===== src/shared/port_pkg.sv =====
// shared constants for the port direction and pull control block
package port_pkg;
   // ==========================================================
   // register map (word offsets on a byte-addressed bus)
   localparam logic [3:0] OFF_DATA = 4'h0;
   localparam logic [3:0] OFF_INPUT = 4'h4;
   localparam logic [3:0] OFF_DIR = 4'h8;
   localparam logic [3:0] OFF_PULL_EN = 4'hC;
   // ==========================================================
   // reset values
   localparam logic [7:0] RST_DIR = 8'h00;
   localparam logic [7:0] RST_PULL_EN = 8'hFF;
   localparam logic [7:0] RST_DATA = 8'h00;
   localparam logic [7:0] RST_POLARITY = 8'h00;
   // ==========================================================
   // pin positions with shared functions
   localparam int PIN_SEG_LO = 4;
   localparam int PIN_SEG_HI = 7;
   localparam int PIN_I2C_SDA = 5;
   localparam int PIN_I2C_SCL = 6;
   localparam int PIN_TIM2_LO = 2;
   localparam int PIN_TIM2_HI = 3;
   localparam int PIN_TX = 1;
   localparam int PIN_RX = 0;
   // ==========================================================
   // input synchroniser depth, which is why reads lag direction changes
   localparam int SYNC_STAGES = 2;
endpackage


===== src/shared/pad_ctl_if.sv =====
// carrier between the register file and the pad control logic
`timescale 1ns/1ns
`default_nettype none
interface pad_ctl_if #(parameter int N = 8);
   logic [N-1:0] dir;
   logic [N-1:0] pull_en;
   logic [N-1:0] polarity;
   logic [N-1:0] seg_en;
   logic [N-1:0] i2c_od;
   logic [N-1:0] force_out;
   logic [N-1:0] force_in;
   logic [N-1:0] is_out;
   logic [N-1:0] in_dis;
   logic [N-1:0] pull_act;
   modport ctl (output dir, pull_en, polarity, seg_en, i2c_od, force_out, force_in,
      input is_out, in_dis, pull_act);
   modport pad (input dir, pull_en, polarity, seg_en, i2c_od, force_out, force_in,
      output is_out, in_dis, pull_act);
endinterface
`default_nettype wire


===== src/hdl/pad_resolve.sv =====
// per-pin resolution of effective direction and pull activity
`timescale 1ns/1ns
`default_nettype none
module pad_resolve #(parameter int N = 8) (
   pad_ctl_if.pad p
);
   // ==========================================================
   // pin resolution
   genvar g;
   generate
      for (g = 0; g < N; g++) begin : g_pin
         // segment disable beats every other source, then the forcing terms
         assign p.is_out[g] = !p.seg_en[g] && (p.force_out[g] || p.i2c_od[g] ||
            (!p.force_in[g] && p.dir[g]));
         assign p.in_dis[g] = p.seg_en[g];
         // pulls only on a live input, never on a forced or software output
         assign p.pull_act[g] = p.pull_en[g] && !p.is_out[g] && !p.seg_en[g];
      end
   endgenerate
endmodule
`default_nettype wire


===== src/hdl/port_pin_direction_pull_control.sv =====
// eight-pin port direction and pull control with a classic wishbone slave
//
// Overview of operation
// - direction bit 1 makes pin output, 0 input, unless overridden
// - segment driver enabled disables input and output on pins 7..4
// - pins 6,5 become open-drain outputs when routed i2c enabled, no segment
// - pins 3,2 forced output when routed second timer compare enabled
// - pin 1 output on first timer compare, else on network transmit
// - pin 0 output on timer compare, else input on network receive
// - data and input reads may lag a direction write by two clocks
// - pull enable bit 1 turns pull on, 0 off, on input pins
// - pull enable ignored while pin is an output, any source
// - every pull enable bit is set by reset
// - direction and pull enable registers read and write at any time
// - data read gives stored bit when direction 1, else pin input
// - polarity 1 selects pull-down, 0 selects pull-up
//
// The Wishbone interface to the registers and the register offsets were chosen for this implementation.
`timescale 1ns/1ns
`default_nettype none
module port_pin_direction_pull_control #(
   parameter int N = 8
) (
   input wire logic clk_i,
   input wire logic rst_i,
   // wishbone classic slave
   input wire logic cyc_i,
   input wire logic stb_i,
   input wire logic we_i,
   input wire logic [3:0] adr_i,
   input wire logic [3:0] sel_i,
   input wire logic [31:0] dat_i,
   output logic [31:0] dat_o,
   output logic ack_o,
   // routed peripheral enables and pull polarity select
   input wire logic seg_en_i,
   input wire logic i2c_en_i,
   input wire logic tim_second_oc_i,
   input wire logic [1:0] tim_first_oc_i,
   input wire logic tx_en_i,
   input wire logic rx_en_i,
   input wire logic [N-1:0] pull_polarity_i,
   // pads
   input wire logic [N-1:0] pad_in_i,
   output logic [N-1:0] pad_out_o,
   output logic [N-1:0] pad_oe_n_o,
   output logic [N-1:0] pad_in_dis_o,
   output logic [N-1:0] pad_od_o,
   output logic [N-1:0] pad_pull_up_o,
   output logic [N-1:0] pad_pull_down_o
);
   // ==========================================================
   // elaboration check: the pin mapping serves exactly eight pins
   if (N != 8) begin : g_bad_width
      $error("pin mapping serves exactly eight pins");
   end

   pad_ctl_if #(.N(N)) c ();
   pad_resolve #(.N(N)) u_res (.p(c));

   logic [N-1:0] dir_r;
   logic [N-1:0] pull_en_r;
   logic [N-1:0] data_r;
   logic [N-1:0] sync1_r;
   logic [N-1:0] sync2_r;
   logic [N-1:0] rdat_nxt;
   logic wr;
   logic rd_go;

   // ==========================================================
   // override terms per pin
   always_comb begin
      c.seg_en = '0;
      c.i2c_od = '0;
      c.force_out = '0;
      c.force_in = '0;
      for (int i = port_pkg::PIN_SEG_LO; i <= port_pkg::PIN_SEG_HI; i++) begin
         c.seg_en[i] = seg_en_i;
      end
      c.i2c_od[port_pkg::PIN_I2C_SDA] = i2c_en_i;
      c.i2c_od[port_pkg::PIN_I2C_SCL] = i2c_en_i;
      c.force_out[port_pkg::PIN_TIM2_LO] = tim_second_oc_i;
      c.force_out[port_pkg::PIN_TIM2_HI] = tim_second_oc_i;
      c.force_out[port_pkg::PIN_TX] = tim_first_oc_i[1] || tx_en_i;
      c.force_out[port_pkg::PIN_RX] = tim_first_oc_i[0];
      // receive only wins when no timer compare claims the pin
      c.force_in[port_pkg::PIN_RX] = !tim_first_oc_i[0] && rx_en_i;
   end

   assign c.dir = dir_r;
   assign c.pull_en = pull_en_r;
   assign c.polarity = pull_polarity_i;

   // ==========================================================
   // bus decode: one wait state, ack drops the cycle after it was given
   assign wr = cyc_i && stb_i && we_i && !ack_o && sel_i[0];
   assign rd_go = cyc_i && stb_i && !ack_o;

   always_ff @(posedge clk_i) begin
      if (rst_i) begin
         ack_o <= 1'b0;
      end else begin
         ack_o <= rd_go;
      end
   end

   // direction register, software value only; overrides never write here
   always_ff @(posedge clk_i) begin
      if (rst_i) begin
         dir_r <= port_pkg::RST_DIR;
      end else if (wr && adr_i == port_pkg::OFF_DIR) begin
         dir_r <= dat_i[N-1:0];
      end
   end

   always_ff @(posedge clk_i) begin
      if (rst_i) begin
         pull_en_r <= port_pkg::RST_PULL_EN;
      end else if (wr && adr_i == port_pkg::OFF_PULL_EN) begin
         pull_en_r <= dat_i[N-1:0];
      end
   end

   always_ff @(posedge clk_i) begin
      if (rst_i) begin
         data_r <= port_pkg::RST_DATA;
      end else if (wr && adr_i == port_pkg::OFF_DATA) begin
         data_r <= dat_i[N-1:0];
      end
   end

   // ==========================================================
   // two-stage pin synchroniser; this is the source of the read lag
   always_ff @(posedge clk_i) begin
      if (rst_i) begin
         sync1_r <= '0;
         sync2_r <= '0;
      end else begin
         sync1_r <= pad_in_i;
         sync2_r <= sync1_r;
      end
   end

   // read mux; unmapped addresses read zero
   always_comb begin
      rdat_nxt = '0;
      case (adr_i)
         port_pkg::OFF_DATA: begin
            rdat_nxt = (dir_r & data_r) | (~dir_r & sync2_r);
         end
         port_pkg::OFF_INPUT: begin
            rdat_nxt = sync2_r;
         end
         port_pkg::OFF_DIR: begin
            rdat_nxt = dir_r;
         end
         port_pkg::OFF_PULL_EN: begin
            rdat_nxt = pull_en_r;
         end
         default: begin
            rdat_nxt = '0;
         end
      endcase
   end

   always_ff @(posedge clk_i) begin
      if (rst_i) begin
         dat_o <= 32'h0000_0000;
      end else if (rd_go && !we_i) begin
         dat_o <= {{(32-N){1'b0}}, rdat_nxt};
      end
   end

   // ==========================================================
   // registered pad drive
   always_ff @(posedge clk_i) begin
      if (rst_i) begin
         pad_out_o <= '0;
         pad_oe_n_o <= '1;
         pad_in_dis_o <= '0;
         pad_od_o <= '0;
         pad_pull_up_o <= '0;
         pad_pull_down_o <= '0;
      end else begin
         pad_out_o <= data_r;
         pad_oe_n_o <= ~c.is_out;
         pad_in_dis_o <= c.in_dis;
         pad_od_o <= c.i2c_od & ~c.seg_en;
         pad_pull_up_o <= c.pull_act & ~c.polarity;
         pad_pull_down_o <= c.pull_act & c.polarity;
      end
   end
endmodule
`default_nettype wire


===== config.mk =====
export PLATFORM = sky130hd
export DESIGN_NAME = port_pin_direction_pull_control
export DESIGN_NICKNAME = d
export VERILOG_FILES = /design/src/shared/port_pkg.sv /design/src/shared/pad_ctl_if.sv /design/src/hdl/pad_resolve.sv /design/src/hdl/port_pin_direction_pull_control.sv
export SDC_FILE = /design/constraint.sdc
export NUM_CORES = 1
export LEC_CHECK = 0
export ABC_CLOCK_PERIOD_IN_PS = 3460
export BUFFER_PORTS_ARGS = -buffer_cell sky130_fd_sc_hd__buf_2
export CAP_MARGIN = 20
export CORE_UTILIZATION = 35
export CTS_CLUSTER_DIAMETER = 100
export DETAILED_ROUTE_END_ITERATION = 8
export PLACE_DENSITY = 0.75
export RECOVER_POWER = 100
export SYNTH_ARGS = -nofsm -noshare
export SYNTH_HDL_FRONTEND = slang
export SYNTH_SLANG_ARGS = --single-unit

===== constraint.sdc =====
create_clock -name clk_i -period 3.46 [get_ports clk_i]
set_input_delay 0.519 -clock clk_i [delete_from_list [all_inputs] [get_ports clk_i]]
set_output_delay 0.519 -clock clk_i [all_outputs]
set_load 0.005 [all_outputs]

==> impl_metrics.json <==
{
  "status": "finished, violations left",
  "failed_checks": "max-capacitance violations, max-slew violations",
  "grt_max_degree": 45,
  "initial_core_util": 0.3631,
  "htree_levels": 3,
  "post-cts-setup-buffer-count": 0,
  "p_per_area_nw_per_um2": 493.5,
  "synthFlopType": "dfxtp_1",
  "cts_made_buffers": 9,
  "cp_max_fo": 10,
  "relSlewSlack": -0.2019,
  "required_ns": 3.63,
  "cts-root-buf": "clkbuf_8",
  "ios": 149,
  "insertedDiodeCount": 0,
  "finalPower_mw": 1.820,
  "slew_violations": 45,
  "fin_nets": 464,
  "synth-edff-count": 0,
  "topRoutingLayerUsed": "met4",
  "drt_iter0_markers": 71,
  "die_area_um2": 9432,
  "synth_cells": 317,
  "post-route-drc-count": 0,
  "maxCapViolCount": 1,
  "avgSynthCellArea_um2": 9.990,
  "setup_viol": 0,
  "ant_nets": 0,
  "dp_hpwl_mm": 4.627,
  "yosys_register_bits": 83,
  "place_congestion": 0.7774,
  "track_usage": 0.1414,
  "dp_slack_ns": 0.9629,
  "final.min_clock_period_ns": 2.568,
  "postCtsHoldBufs": 0,
  "place_area_um2": 3518,
  "antenna_found_initial": 0,
  "drt_wl_total_mm": 6.314,
  "final_util": 0.4228,
  "clock_path_buffers": 2,
  "grt_pass1_wl_mm": 10.35,
  "hold_violations": 0,
  "dr_wl_met2_mm": 2.698,
  "area_growth_pct": 16.44,
  "final_area_um2": 3687,
  "grt_pass1_vias": 2118,
  "cts_resized": 0,
  "overflow": 0,
  "synth_area_um2": 3167,
  "worstRegToRegCells": 4,
  "setup_ws_ns": 0.8920,
  "worstPathArrival_ns": 2.73,
  "leakage_nw": 1.574,
  "core_um2": 8721,
  "clk_pin_slew_ns": 0.08,
  "ir_drop_v": 0.0001533,
  "wl_per_cell_um": 12.40,
  "finalCritPeriodShare": 0.7422,
  "crit_path_start_kind": "input port",
  "drive_gt1_frac": 0.2369,
  "crit_start": "adr_i[1]",
  "cts_tree": "built",
  "hp-start": "pull_polarity_i[0]",
  "num_vias": 2271,
  "skew_ns": 0.006500,
  "async_reset_ff_frac": 0,
  "num_rows": 34,
  "min_delay_path_depth": 2,
  "final_cells": 509,
  "first_pass_iters": 4,
  "synth.distinct_cells": 29,
  "end_kind": "register",
  "wl_met3_um": 576,
  "fmax_mhz": 389.4,
  "die_h_um": 97.12,
  "whs_ns": 0.3393,
  "path_class": "in2reg",
  "worst_pin_slew_ns": 1.803,
  "dp_cells": 493,
  "drt-vias-per-instance": 4.462,
  "fin_tns_setup_ns": 0,
  "clock_latency_ns": 0.35,
  "yosysWarnings": 0,
  "dieWidth_um": 97.12,
  "ys_seq_area_frac": 0.5247,
  "met1_length_mm": 2.867,
  "cts.sinks": 83,
  "io_buffer_count": 87,
  "rsz0062_at_grt": "no",
  "hp-class": "in2reg",
  "r2r-start": "ack_o"
}
## cell type report
cell class	count	area [um2]
Inverter	1	3.754
Sequential cell	83	1662
Clock inverter	4	75.07
Multi-Input combinational cell	213	1257
Clock buffer	12	135.1
Fill cell	851	5034
Tap cell	108	135.1
Timing Repair Buffer	88	419.2
## layout by cell type (no fill, tap or decap), drive strengths merged, types with 2 or more instances in the layout
master | netlist | final
mux2i | 16 | 16
conb | 1 | 34
o21ai | 10 | 10
nor2 | 27 | 27
bufinv | 0 | 2
mux2 | 8 | 8
a21oi | 25 | 25
nor3 | 11 | 11
nor4 | 2 | 2
clkbuf | 10 | 31
nor4bb | 8 | 8
dfxtp | 83 | 83
buf | 43 | 69
clkinvlp | 0 | 2
o21bai | 2 | 2
nand2b | 8 | 8
and4b | 8 | 8
nor2b | 25 | 25
or3 | 3 | 3
or2 | 2 | 2
nand2 | 19 | 19
## metal layers
| metal | GRT usage | vias up |
|---|---|---|
| met2 | 0.2091 | 108 |
| met5 | 0 | - |
| met1 | 0.1701 | 1006 |
| met4 | 0.08840 | 0 |
| met3 | 0.05755 | 14 |
| li1 | - | 1143 |
## registers in the layout, indices dropped and copies added (netlist names)
signal and cells:
sync2_r 8, pad_pull_down_o 8, pad_od_o 1, pad_oe_n_o 8
dat_o 8, pad_in_dis_o 1, sync1_r 8, pad_pull_up_o 8
ack_o 1, c.pull_en 8, data_r 8, pad_out_o 8
c.dir 8
## cell families after synthesis
logic type	count (synthesis)	synth area share
muxes	24	0.07902
and+or+nand+nor	117	0.2201
other	1	0.001184
AOI/OAI and AO/OA	38	0.06322
DFF	83	0.5247
buffers and inverters	54	0.1118
## cell usage after synthesis, types with 2 or more instances
cell	count	area share
nor3_1	11	0.017
clkbuf_1	10	0.012
a21oi_1	25	0.040
mux2_2	8	0.028
or3_1	2	0.0040
o21bai_1	2	0.0047
buf_4	38	0.090
and4b_1	8	0.025
or2_2	2	0.0040
o21ai_0	10	0.016
nor2_1	27	0.032
buf_1	3	0.0036
nor2b_1	25	0.049
nor4_4	2	0.013
nand2b_1	8	0.016
nor4bb_1	8	0.025
mux2i_1	16	0.051
nand2_1	19	0.023
dfxtp_1	83	0.52
## critical path, stage by stage
cell and delay, ns:
clkbuf_1 0.09, or3b_1 0.57, nor4_2 1.19, mux2i_1 0.31, nor2_1 0.05
## final timing paths
| kind | endpoint | slack, ns |
|---|---|---|
| worst min-delay path | pad_pull_up_o[0] | 0.34 |
| worst max register to register | c.dir[5] | 1.06 |
| worst min register to register | sync2_r[0] | 0.44 |
| worst max-delay path | c.dir[5] | 0.89 |
## report_power, final
group / leakage [nW] / switching (mW) / internal, mW
Clock: 0.0968 / 0.323 / 0.407
Sequential: 0.677 / 0.00588 / 0.976
Combinational: 0.801 / 0.0603 / 0.0474
(Power assumes the default switching activity.)
